$ cat src/logic/isr_pkg.sv
// Operation
// - Config bits 4:3 select oscillation amplitude.
// - Config bits 2:0 select response time.
// - Comparator bit sets below low, clears above high.
// - Wake-up bit low when triggered, high disabled.
// - Oscillator fail bit high when oscillator stopped.
// - Data-ready bit low when new result waits.
// - Interrupt pin mode selects wake, compare, ready.
// - Power bit 0 high selects active; resets standby.
// - Frequency count read at 0x23, 0x24, 0x25.
// - Results latch only when proximity read starts.
// - High threshold resets 0xFF, low 0x00.
// - Registers 0x01 to 0x04 read-only while active.
package isr_pkg;

    // =========================================================
    // Register offsets
    localparam logic [7:0] ISR_OFS_REVISION  = 8'h00;
    localparam logic [7:0] ISR_OFS_RES_MAX   = 8'h01;
    localparam logic [7:0] ISR_OFS_RES_MIN   = 8'h02;
    localparam logic [7:0] ISR_OFS_MIN_FREQ  = 8'h03;
    localparam logic [7:0] ISR_OFS_CONV_CFG  = 8'h04;
    localparam logic [7:0] ISR_OFS_FIXED_05  = 8'h05;
    localparam logic [7:0] ISR_OFS_THR_HIGH  = 8'h07;
    localparam logic [7:0] ISR_OFS_THR_LOW   = 8'h09;
    localparam logic [7:0] ISR_OFS_IRQ_CFG   = 8'h0A;
    localparam logic [7:0] ISR_OFS_PWR_CFG   = 8'h0B;
    localparam logic [7:0] ISR_OFS_STATUS    = 8'h20;
    localparam logic [7:0] ISR_OFS_PROX      = 8'h22;
    localparam logic [7:0] ISR_OFS_FCNT_LOW  = 8'h23;
    localparam logic [7:0] ISR_OFS_FCNT_MID  = 8'h24;
    localparam logic [7:0] ISR_OFS_FCNT_HIGH = 8'h25;

    // =========================================================
    // Reset values
    localparam logic [7:0] ISR_RST_MIN_FREQ  = 8'h45;
    localparam logic [7:0] ISR_RST_CONV_CFG  = 8'h1B;
    localparam logic [7:0] ISR_RST_THR_HIGH  = 8'hFF;
    localparam logic [7:0] ISR_RST_THR_LOW   = 8'h00;
    localparam logic [7:0] ISR_RST_IRQ_CFG   = 8'h00;
    localparam logic [7:0] ISR_RST_PWR_CFG   = 8'h00;
    localparam logic [7:0] ISR_RST_FIXED_05  = 8'h01;
    localparam logic [7:0] ISR_RST_RES_MAX   = 8'h0E;
    localparam logic [7:0] ISR_RST_RES_MIN   = 8'h14;

    // =========================================================
    // Field positions
    localparam int ISR_POS_AMP_LO   = 3;
    localparam int ISR_POS_OSC_FAIL = 7;
    localparam int ISR_POS_READY_N  = 6;
    localparam int ISR_POS_WAKE     = 5;
    localparam int ISR_POS_CMP      = 4;
    localparam int ISR_POS_PWR      = 0;

    // Field masks for writable bits; reserved bits stay zero.
    localparam logic [7:0] ISR_MSK_CONV_CFG = 8'h1F;
    localparam logic [7:0] ISR_MSK_IRQ_CFG  = 8'h07;
    localparam logic [7:0] ISR_MSK_PWR_CFG  = 8'h01;

    // =========================================================
    // Encodings
    localparam logic [1:0] ISR_AMP_1V   = 2'h0;
    localparam logic [1:0] ISR_AMP_2V   = 2'h1;
    localparam logic [1:0] ISR_AMP_4V   = 2'h2;
    localparam logic [2:0] ISR_IRQ_OFF  = 3'h0;
    localparam logic [2:0] ISR_IRQ_WAKE = 3'h1;
    localparam logic [2:0] ISR_IRQ_CMP  = 3'h2;
    localparam logic [2:0] ISR_IRQ_RDY  = 3'h4;

    // Response time in sensor periods per code; 0 for reserved codes.
    localparam logic [12:0] ISR_RESP_192  = 13'h00C0;
    localparam logic [12:0] ISR_RESP_6144 = 13'h1800;

    // Identity byte: value is arbitrary.
    localparam logic [7:0] ISR_REVISION_ID = 8'h5A;

    // =========================================================
    // Carriers
    typedef struct packed {
        logic        valid;
        logic [7:0]  prox;
        logic [23:0] freq_count;
    } isr_result_type;

    typedef struct packed {
        logic       en;
        logic       wr;
        logic [7:0] addr;
        logic [7:0] wdata;
    } isr_access_type;

endpackage

$ cat src/logic/isr_register_bank.sv
// =============================================================
// Register bank of the inductive sensor converter. Accesses come
// from the serial port front end as one-cycle strobes; read data
// is registered and valid the cycle after the strobe.
module isr_register_bank
    import isr_pkg::*;
(
    input  wire logic           CLK,
    input  wire logic           SYS_RST,
    input  wire isr_access_type ACCESS,
    output logic [7:0]          RDATA,
    output logic                RVALID,
    input  wire isr_result_type CONV_RESULT,
    input  wire logic           OSC_FAIL,
    output logic [7:0]          RES_MAX,
    output logic [7:0]          RES_MIN,
    output logic [7:0]          MIN_SENSOR_FREQ,
    output logic [1:0]          AMPLITUDE,
    output logic [12:0]         RESPONSE_TIME,
    output logic                CONVERT_EN,
    output logic                IRQ_PIN_N
);

    // =========================================================
    // Decoding
    function automatic logic hit(input logic [7:0] a,
                                 input logic [7:0] ofs);
        hit = (a == ofs);
    endfunction

    function automatic logic [12:0] resp_periods(input logic [2:0] c);
        resp_periods = (c < 3'h2) ? 13'h0000
                     : 13'(ISR_RESP_192 << (c - 3'h2));
    endfunction

    logic [7:0]  res_max_q;
    logic [7:0]  res_min_q;
    logic [7:0]  min_freq_q;
    logic [7:0]  conv_cfg_q;
    logic [7:0]  thr_high_q;
    logic [7:0]  thr_low_q;
    logic [7:0]  irq_cfg_q;
    logic [7:0]  pwr_cfg_q;
    logic        cmp_q;
    logic        wake_q;
    logic [7:0]  rdata_q;
    logic        rvalid_q;
    logic [7:0]  rdata_d;
    logic [7:0]  prox_view;
    logic [23:0] fcnt_view;
    logic        fresh;

    wire logic active     = pwr_cfg_q[ISR_POS_PWR];
    wire logic wr         = ACCESS.en & ACCESS.wr;
    wire logic rd         = ACCESS.en & ~ACCESS.wr;
    wire logic cfg_locked = active;
    wire logic wr_cfg     = wr & ~cfg_locked;
    wire logic take       = rd & hit(ACCESS.addr, ISR_OFS_PROX);
    wire logic [2:0] irq_mode = irq_cfg_q[2:0];
    wire logic [7:0] wdata    = ACCESS.wdata;

    // =========================================================
    // Result snapshot
    isr_result_latch u_latch (
        .clk      (CLK),
        .rst      (SYS_RST),
        .conv     (CONV_RESULT),
        .take     (take),
        .prox_q   (prox_view),
        .freq_count_q (fcnt_view),
        .fresh_q  (fresh)
    );

    // =========================================================
    // Writable registers
    always_ff @(posedge CLK or posedge SYS_RST) begin
        if (SYS_RST) begin
            res_max_q  <= ISR_RST_RES_MAX;
            res_min_q  <= ISR_RST_RES_MIN;
            min_freq_q <= ISR_RST_MIN_FREQ;
            conv_cfg_q <= ISR_RST_CONV_CFG;
        end else if (wr_cfg) begin
            if (hit(ACCESS.addr, ISR_OFS_RES_MAX))
                res_max_q <= wdata;
            if (hit(ACCESS.addr, ISR_OFS_RES_MIN))
                res_min_q <= wdata;
            if (hit(ACCESS.addr, ISR_OFS_MIN_FREQ))
                min_freq_q <= wdata;
            if (hit(ACCESS.addr, ISR_OFS_CONV_CFG))
                conv_cfg_q <= wdata & ISR_MSK_CONV_CFG;
        end
    end

    always_ff @(posedge CLK or posedge SYS_RST) begin
        if (SYS_RST) begin
            thr_high_q <= ISR_RST_THR_HIGH;
            thr_low_q  <= ISR_RST_THR_LOW;
            irq_cfg_q  <= ISR_RST_IRQ_CFG;
            pwr_cfg_q  <= ISR_RST_PWR_CFG;
        end else if (wr) begin
            if (hit(ACCESS.addr, ISR_OFS_THR_HIGH))
                thr_high_q <= wdata;
            if (hit(ACCESS.addr, ISR_OFS_THR_LOW))
                thr_low_q <= wdata;
            if (hit(ACCESS.addr, ISR_OFS_IRQ_CFG))
                irq_cfg_q <= wdata & ISR_MSK_IRQ_CFG;
            if (hit(ACCESS.addr, ISR_OFS_PWR_CFG))
                pwr_cfg_q <= wdata & ISR_MSK_PWR_CFG;
        end
    end

    // =========================================================
    // Comparator and wake-up
    // Thresholds are compared against the latched proximity view, so
    // the status byte agrees with the value the next proximity read returns.
    wire logic below_low  = prox_view < thr_low_q;
    wire logic above_high = prox_view > thr_high_q;
    wire logic wake_on    = active && (irq_mode == ISR_IRQ_WAKE);

    always_ff @(posedge CLK or posedge SYS_RST) begin
        if (SYS_RST) begin
            cmp_q  <= 1'b0;
            wake_q <= 1'b1;
        end else begin
            if (below_low)
                cmp_q <= 1'b1;
            else if (above_high)
                cmp_q <= 1'b0;
            // Between thresholds cmp_q keeps its value.
            if (!wake_on)
                wake_q <= 1'b1;
            else if (above_high)
                wake_q <= 1'b0;
        end
    end

    // =========================================================
    // Read mux
    wire logic [7:0] status_byte = {OSC_FAIL,
                                    ~fresh,
                                    wake_q,
                                    cmp_q,
                                    4'h0};

    always_comb begin
        rdata_d = 8'h00;
        unique case (ACCESS.addr)
            ISR_OFS_REVISION:  rdata_d = ISR_REVISION_ID;
            ISR_OFS_RES_MAX:   rdata_d = res_max_q;
            ISR_OFS_RES_MIN:   rdata_d = res_min_q;
            ISR_OFS_MIN_FREQ:  rdata_d = min_freq_q;
            ISR_OFS_CONV_CFG:  rdata_d = conv_cfg_q;
            ISR_OFS_FIXED_05:  rdata_d = ISR_RST_FIXED_05;
            ISR_OFS_THR_HIGH:  rdata_d = thr_high_q;
            ISR_OFS_THR_LOW:   rdata_d = thr_low_q;
            ISR_OFS_IRQ_CFG:   rdata_d = irq_cfg_q;
            ISR_OFS_PWR_CFG:   rdata_d = pwr_cfg_q;
            ISR_OFS_STATUS:    rdata_d = status_byte;
            // The proximity read returns the view held before its own
            // take; the new result shows from the next read onward.
            ISR_OFS_PROX:      rdata_d = prox_view;
            ISR_OFS_FCNT_LOW:  rdata_d = fcnt_view[7:0];
            ISR_OFS_FCNT_MID:  rdata_d = fcnt_view[15:8];
            ISR_OFS_FCNT_HIGH: rdata_d = fcnt_view[23:16];
            default:           rdata_d = 8'h00;
        endcase
    end

    always_ff @(posedge CLK or posedge SYS_RST) begin
        if (SYS_RST) begin
            rdata_q  <= 8'h00;
            rvalid_q <= 1'b0;
        end else begin
            rvalid_q <= rd;
            if (rd)
                rdata_q <= rdata_d;
        end
    end

    // =========================================================
    // Outputs
    assign RDATA           = rdata_q;
    assign RVALID          = rvalid_q;
    assign RES_MAX         = res_max_q;
    assign RES_MIN         = res_min_q;
    assign MIN_SENSOR_FREQ = min_freq_q;
    assign AMPLITUDE       = conv_cfg_q[ISR_POS_AMP_LO +: 2];
    assign RESPONSE_TIME   = resp_periods(conv_cfg_q[2:0]);
    assign CONVERT_EN      = active;

    // Reserved pin modes leave the pin released high.
    assign IRQ_PIN_N = (irq_mode == ISR_IRQ_WAKE) ? wake_q
                     : (irq_mode == ISR_IRQ_CMP)  ? ~cmp_q
                     : (irq_mode == ISR_IRQ_RDY)  ? ~fresh
                     : 1'b1;
endmodule

$ cat src/logic/isr_result_latch.sv
// =============================================================
// Result snapshot: pending conversion is held until a read of
// the proximity register starts, then copied into the view.
module isr_result_latch
    import isr_pkg::*;
(
    input  wire logic           clk,
    input  wire logic           rst,
    input  wire isr_result_type conv,
    input  wire logic           take,
    output logic [7:0]          prox_q,
    output logic [23:0]         freq_count_q,
    output logic                fresh_q
);
    logic [7:0]  pend_prox_q;
    logic [23:0] pend_fcnt_q;

    always_ff @(posedge clk or posedge rst) begin
        if (rst) begin
            pend_prox_q <= 8'h00;
            pend_fcnt_q <= 24'h000000;
        end else if (conv.valid) begin
            pend_prox_q <= conv.prox;
            pend_fcnt_q <= conv.freq_count;
        end
    end

    // A conversion landing with the take still counts as fresh.
    always_ff @(posedge clk or posedge rst) begin
        if (rst) begin
            prox_q   <= 8'h00;
            freq_count_q <= 24'h000000;
            fresh_q  <= 1'b0;
        end else begin
            if (take) begin
                prox_q   <= pend_prox_q;
                freq_count_q <= pend_fcnt_q;
            end
            fresh_q <= conv.valid | (fresh_q & ~take);
        end
    end
endmodule

$ cat config.mk
export PLATFORM = sky130hd
export DESIGN_NAME = isr_register_bank
export DESIGN_NICKNAME = d
export VERILOG_FILES = /design/src/logic/isr_pkg.sv /design/src/logic/isr_register_bank.sv /design/src/logic/isr_result_latch.sv
export SDC_FILE = /design/constraint.sdc
export NUM_CORES = 1
export LEC_CHECK = 0
export BUFFER_PORTS_ARGS = -buffer_cell sky130_fd_sc_hd__buf_2
export CORE_ASPECT_RATIO = 1.2
export CORE_MARGIN = 1.5
export CORE_UTILIZATION = 55
export CTS_BUF_LIST = sky130_fd_sc_hd__clkbuf_8
export DETAILED_ROUTE_END_ITERATION = 6
export PLACE_DENSITY_LB_ADDON = 0.05
export REMOVE_ABC_BUFFERS = 1
export SYNTH_ARGS = -nofsm -noshare
export SYNTH_HDL_FRONTEND = slang
export SYNTH_SLANG_ARGS = --single-unit
$ cat constraint.sdc
create_clock -name CLK -period 5.4 [get_ports CLK]
set_input_delay 1.08 -clock CLK [delete_from_list [all_inputs] [get_ports CLK]]
set_output_delay 1.08 -clock CLK [all_outputs]
set_load 0.02 [all_outputs]
==> impl_metrics.yaml, run 1 <==
floorplan:
  die_x_um: 99.4
  coreArea_um2: 10900
  die_area_um2: 11800
  ios: 104
  die_y_um: 119
  start_util_pct: 56.1
  fp-row-count: 42
placed_design:
  place_area_um2: 6680
  dpl.hpwl_mm: 11.2
  portBuffers: 97
  dp_cells: 731
  place.gp.congestion: 0.931
global_routing:
  grt_overflow: 0
  antenna_found_initial: 0
  grt_max_degree: 56
  grt_pass1_wl_mm: 25.1
  grt_pass1_vias: 4515
  grtUsageTotal_pct: 28.7
hold_path:
  hold_class: "flop to flop"
detailed_routing:
  wl_met1_mm: 6.85
  dr_wl_met3_um: 830
  drt_wl_total_mm: 16.1
  viasPerCell: 5.96
  drt_iter0_markers: 289
  top_layer: "met4"
  first_pass_iters: 4
  wl_per_cell_um: 21.1
  route.detailed.drc: 0
  wl_met2_mm: 7.90
  vias: 4550
  ant_nets: 0
clock_tree:
  clock_path_buffers: 2
  cts_setup_buffers: 0
  cts_tree: "yes"
  clkSinkCount: 125
  cts_root_buf: "clkbuf_8"
  hold_buffers: 0
  cts.clk_slew.worst_paths_ns: 0.08
  cts_htree_levels: 4
  numCtsBuffers: 17
  cts_resized: 0
  clk_latency_ns: 0.45
sta:
  hold_violations: 0
  drv_slew: 0
  setup_viol: 0
  tightest_slew_ns: 0.997
  fin_crit_sh_pct: 56.0
  clock.fmax_ghz: 0.331
  fin_crit_ns: 3.03
  whs_ns: 0.507
  clock_skew_ns: 0.0138
  rsz0062_at_grt: "no"
  slew_headroom_pct: 33.3
  fin_setup_tns_ns: 0
status:
  status: "completed"
logic_synthesis:
  yosys_warnings: 0
  synth_seq_area_share_pct: 51.4
  synth_edf_count: 0
  yosys.area.top_type: "dfrtp_1"
  yosys.area.top_type_share_pct: 42.4
  synthArstFlopShare_pct: 100
  synth_area_um2: 6140
  synth_flop_cell: "dfrtp_1"
  syn_inst: 528
  avgSynthCellArea_um2: 11.6
  yosys_register_bits: 125
  yosys.cell_types.count: 55
  synth_area_leaders: "dfrtp_1, mux2_2, dfstp_2, ha_1, nand2_1"
worst_setup_path:
  crit_path_cell_trace: "buf_2, or4b_1, or3_1, nor3_2, mux2_2"
  crit_family: "simple AND/OR/NAND/NOR gates"
  critPathBufInv: 1
  path_class: "input pin to flop"
  critPathLaunchType: "input pin"
  cp_data_required_time_ns: 5.78
  critPathMaxStageDelay_ns: 0.69
  cp.arrival_ns: 3.41
  crit_path_max_fanout: 15
  cp-end-kind: "flop"
  slowest_stage: "nor3_2"
layout:
  mostFrequentLayoutCells: "dfrtp_1, mux2_2, buf_2"
  nets: 693
  layout-drive-gt1-share_pct: 42.2
  stdcell_count: 763
  area_delta_synth_final_pct: 16.6
  antennaDiodeCount: 0
  post-route-util_pct: 65.4
  final_common_cell: "dfrtp_1"
  postLayoutCellArea_um2: 7150
  fill_cells: 884
run:
  max_cap_viol_count: 0
power:
  ir_drop_mv: 0.195
  p_per_area_nw_per_um2: 308
  total_leakage_power_uw: 0.00353
-- power breakdown --
part	switching [uW]	total, uW	internal (uW)	leakage (uW)
Sequential	33.2	1020	992	0.00152
Clock	392	968	577	0.000233
Combinational	124	208	84.1	0.00177
Total	549	2200	1650	0.00353
-- per-layer routing --
metal | vias up | GRT usage, %
li1 | 2075 | -
met1 | 2267 | 37.9
met2 | 174 | 45.9
met3 | 34 | 5.80
met4 | 0 | 12.3
met5 | - | 0
-- area by class of cell --
class | instances | area, um2 | area share (%)
sequential | 125 | 3150 | 44.1
multi-input combinational | 347 | 2740 | 38.2
clock inverter | 13 | 210 | 2.94
timing repair buffer | 104 | 538 | 7.52
tap | 132 | 165 | 2.31
inverter | 23 | 88.8 | 1.24
clock buffer | 19 | 262 | 3.66
-- metrics by stage --
step                power (uW)  setup WS, ns
global route              2280          2.26
detailed placement        1250          1.92
CTS                       2220          2.35
global placement          1240          1.95
finish                    2200          2.37
floorplan                 1150          1.03
-- state kept, by name, indices dropped and copies added (netlist names) --
signal	count
wake_q	1
u_latch.pend_prox_q	8
RES_MIN	8
RDATA	8
irq_cfg_q	3
u_latch.pend_fcnt_q	24
cmp_q	1
RES_MAX	8
u_latch.prox_q	8
thr_low_q	8
pwr_cfg_q	1
u_latch.freq_count_q	24
thr_high_q	8
MIN_SENSOR_FREQ	8
RVALID	1
u_latch.fresh_q	1
conv_cfg_q	5
-- final timing paths --
path	startpoint	to	slack [ns]	cells past startpoint
max	ACCESS[10]	thr_high_q[0]	2.37	5
min	u_latch.pend_fcnt_q[22]	u_latch.pend_fcnt_q[22]	0.51	1
max reg2reg	pwr_cfg_q[0]	MIN_SENSOR_FREQ[7]	3.49	4
min reg2reg	u_latch.pend_fcnt_q[22]	u_latch.pend_fcnt_q[22]	0.51	1
max in group asynchronous	SYS_RST	u_latch.fresh_q	3.65	3
min in group asynchronous	SYS_RST	u_latch.pend_prox_q[7]	0.63	2
-- synthesized netlist by cell type (8+ instances only) --
cell type / count
dfrtp_1: 104
mux2_2: 102
nand2_1: 44
inv_1: 23
clkbuf_1: 22
dfstp_2: 21
ha_1: 21
nand3_1: 20
nor2_1: 18
o21ai_0: 17
a21oi_1: 11
a31oi_1: 9
buf_4: 8
-- cell families after synthesis --
kind of cell,after synthesis,synth area share (%)
AOI/OAI and AO/OA,87,9.64
adders and majority gates,21,4.28
buffers and inverters,61,4.34
DFF,125,51.4
muxes,110,20.0
other,1,0.0611
and+or+nand+nor,123,10.2
(Power assumes the default switching activity.)
==> run 2, diff against run 1 <==
ABC_AREA = 1   (was default)
clock period = 3 ns   (was 5.4 ns; I/O delays follow)
==> run 2 against run 1 <==
Hold slack got worse by 0.29 ns; register-to-register slack got worse by 2.1 ns; combinational power increased by 44%; sequential share of layout area about the same; largest power group unchanged; sequential power grew 77%; synthesized cell count grew 39%; total power rose by 68%; utilization shrank 0.35 points; clock-buffer cell count fell by 2.
==> impl_metrics.yaml, run 2 <==
status:
  status: "completed"
global_routing:
  grt_max_degree: 47
  grt_pass1_vias: 4971
  grtUsageTotal_pct: 27.3
  antenna_found_initial: 0
  grt_overflow: 0
  grt_pass1_wl_mm: 24.7
layout:
  reg_top3: "u_latch.freq_count_q: 24 flops, u_latch.pend_fcnt_q: 24 flops"
  antennaDiodeCount: 0
  area_delta_synth_final_pct: 16.4
  final_common_cell: "nand2_1"
  mostFrequentLayoutCells: "nand2_1, dfrtp_1, buf_2"
  postLayoutCellArea_um2: 7150
  layout-drive-gt1-share_pct: 22.2
  nets: 905
clock_tree:
  hold_buffers: 0
  cts_resized: 0
  clock_path_buffers: 2
  cts_root_buf: "clkbuf_8"
  cts.clk_slew.worst_paths_ns: 0.07
  numCtsBuffers: 17
  cts_tree: "yes"
  cts_htree_levels: 4
  cts_setup_buffers: 0
  clkSinkCount: 125
  clk_latency_ns: 0.43
sta:
  setup_viol: 0
  fin_crit_ns: 2.55
  tightest_slew_ns: 0.962
  rsz0062_at_grt: "no"
  clock_skew_ns: 0.00587
  drv_slew: 0
  hold_violations: 0
  fin_crit_sh_pct: 85.1
  slew_headroom_pct: 35.8
  clock.fmax_ghz: 0.392
logic_synthesis:
  yosys_warnings: 0
  synth_edf_count: 0
  yosys.area.top_type: "dfrtp_1"
  synth_seq_area_share_pct: 51.3
  synth_flop_cell: "dfrtp_1"
  yosys.area.top_type_share_pct: 42.4
  synthArstFlopShare_pct: 100
  syn_inst: 734
  avgSynthCellArea_um2: 8.37
  yosys.cell_types.count: 30
  synth_area_um2: 6140
  yosys_register_bits: 125
  synth.top_cells.by_count: "nand2_1, dfrtp_1, o21ai_0"
  synth_area_leaders: "dfrtp_1, nand2_1, dfstp_2, o21ai_0, nand3_1"
  synth_most_common_cell: "nand2_1"
power:
  total_leakage_power_uw: 0.00369
  power_uw: 3710
  p_clk_share_pct: 43.0
  net-switching-power_uw: 936
  ir_drop_mv: 0.403
  p_per_area_nw_per_um2: 518
  p_comb_share_pct: 8.1
  swShare_pct: 25.3
  p_seq_share_pct: 49.0
  intPower_uw: 2770
run:
  max_cap_viol_count: 0
detailed_routing:
  first_pass_iters: 7
  wl_per_cell_um: 15.5
  route.detailed.drc: 0
  ant_nets: 0
  drt_wl_total_mm: 15.1
  vias: 5205
  drt_iter0_markers: 353
  viasPerCell: 5.34
floorplan:
  die_y_um: 119
  ios: 104
  fp-row-count: 42
  coreArea_um2: 11000
  start_util_pct: 55.9
  die_x_um: 99.5
  die_area_um2: 11800
worst_setup_path:
  cp.arrival_ns: 1.95
  critPathMostFrequentCell: "inv_1"
  r2r_slack_ns: 1.36
  critPathBufInv: 3
  critPathMaxStageDelay_ns: 0.60
  crit_path_max_fanout: 6
  path_class: "flop to output pin"
  crit_family: "flip-flops"
  slowest_stage: "dfstp_2"
  crit_path_cell_trace: "inv_1, ha_1, inv_1, nor2_1, a211oi_1, buf_2"
  cp-end-kind: "output pin"
  critPathLaunchType: "flop"
  cp_data_required_time_ns: 2.40
placed_design:
  place_area_um2: 6720
  place.gp.congestion: 0.896
  portBuffers: 97
  dpl.hpwl_mm: 10.9
hold_path:
  hold_class: "input pin to async pin"
[run 2: area by class of cell]
cell class,instances,area (um2)
inverters,70,265
repair buffers,107,598
multi-input cells,509,2540
fillers,978,3830
well taps,132,165
flip-flops and latches,125,3150
clock buffers,17,234
clock inverters,15,196
[run 2: worst paths after layout]
check / start / to / cells past startpoint
setup reg to reg: thr_high_q[1] / cmp_q / 9
min in group CLK: CONV_RESULT[24] / u_latch.pend_prox_q[0] / 3
setup / recovery: conv_cfg_q[1] / RESPONSE_TIME[10] / 6
hold / removal: SYS_RST / u_latch.pend_fcnt_q[21] / 2
max in group asynchronous: SYS_RST / thr_high_q[6] / 3
hold reg to reg: u_latch.pend_fcnt_q[13] / u_latch.pend_fcnt_q[13] / 2
[run 2: metrics by stage]
stage	worst slack, ns	cells	setup TNS (ns)	utilization [%]	hold WS [ns]
global route	0.316	975	0	65.1	0.244
CTS	0.432	975	0	65.1	0.222
global placement	0.704	943	0	61.2	0.456
finish	0.447	975	0	65.1	0.221
detailed placement	0.678	943	0	61.2	0.456
floorplan	-0.893	704	-93.03	-	0.438
[run 2: cell families (layout without fill, tap and decap cells)]
| kind of cell | count (synthesis) | count (layout) | synth area share (%) |
|---|---|---|---|
| simple gates | 356 | 356 | 24.6 |
| flops | 125 | 125 | 51.3 |
| compound gates | 112 | 112 | 9.43 |
| buf+inv | 105 | 209 | 7.78 |
| fa+ha+maj | 21 | 21 | 4.28 |
| mux | 14 | 14 | 2.57 |
| other cells | 1 | 6 | 0.0610 |
[run 2: metal layers]
layer / track usage [%] / up-vias / routed length (um)
li1: - / 2548 / -
met1: 35.4 / 2442 / 6590
met2: 44.2 / 193 / 7410
met3: 6.39 / 22 / 831
met4: 10.6 / 0 / 257
met5: 0 / - / 0
[run 2: power groups by stage]
stage,Clock (uW),Combinational (uW),Sequential (uW)
5_1_grt,1690,342,1820
3_3_place_gp,0,293,1840
2_1_floorplan,0,171,1840
4_1_cts,1620,303,1810
3_5_place_dp,0,301,1840
6_report,1590,299,1810
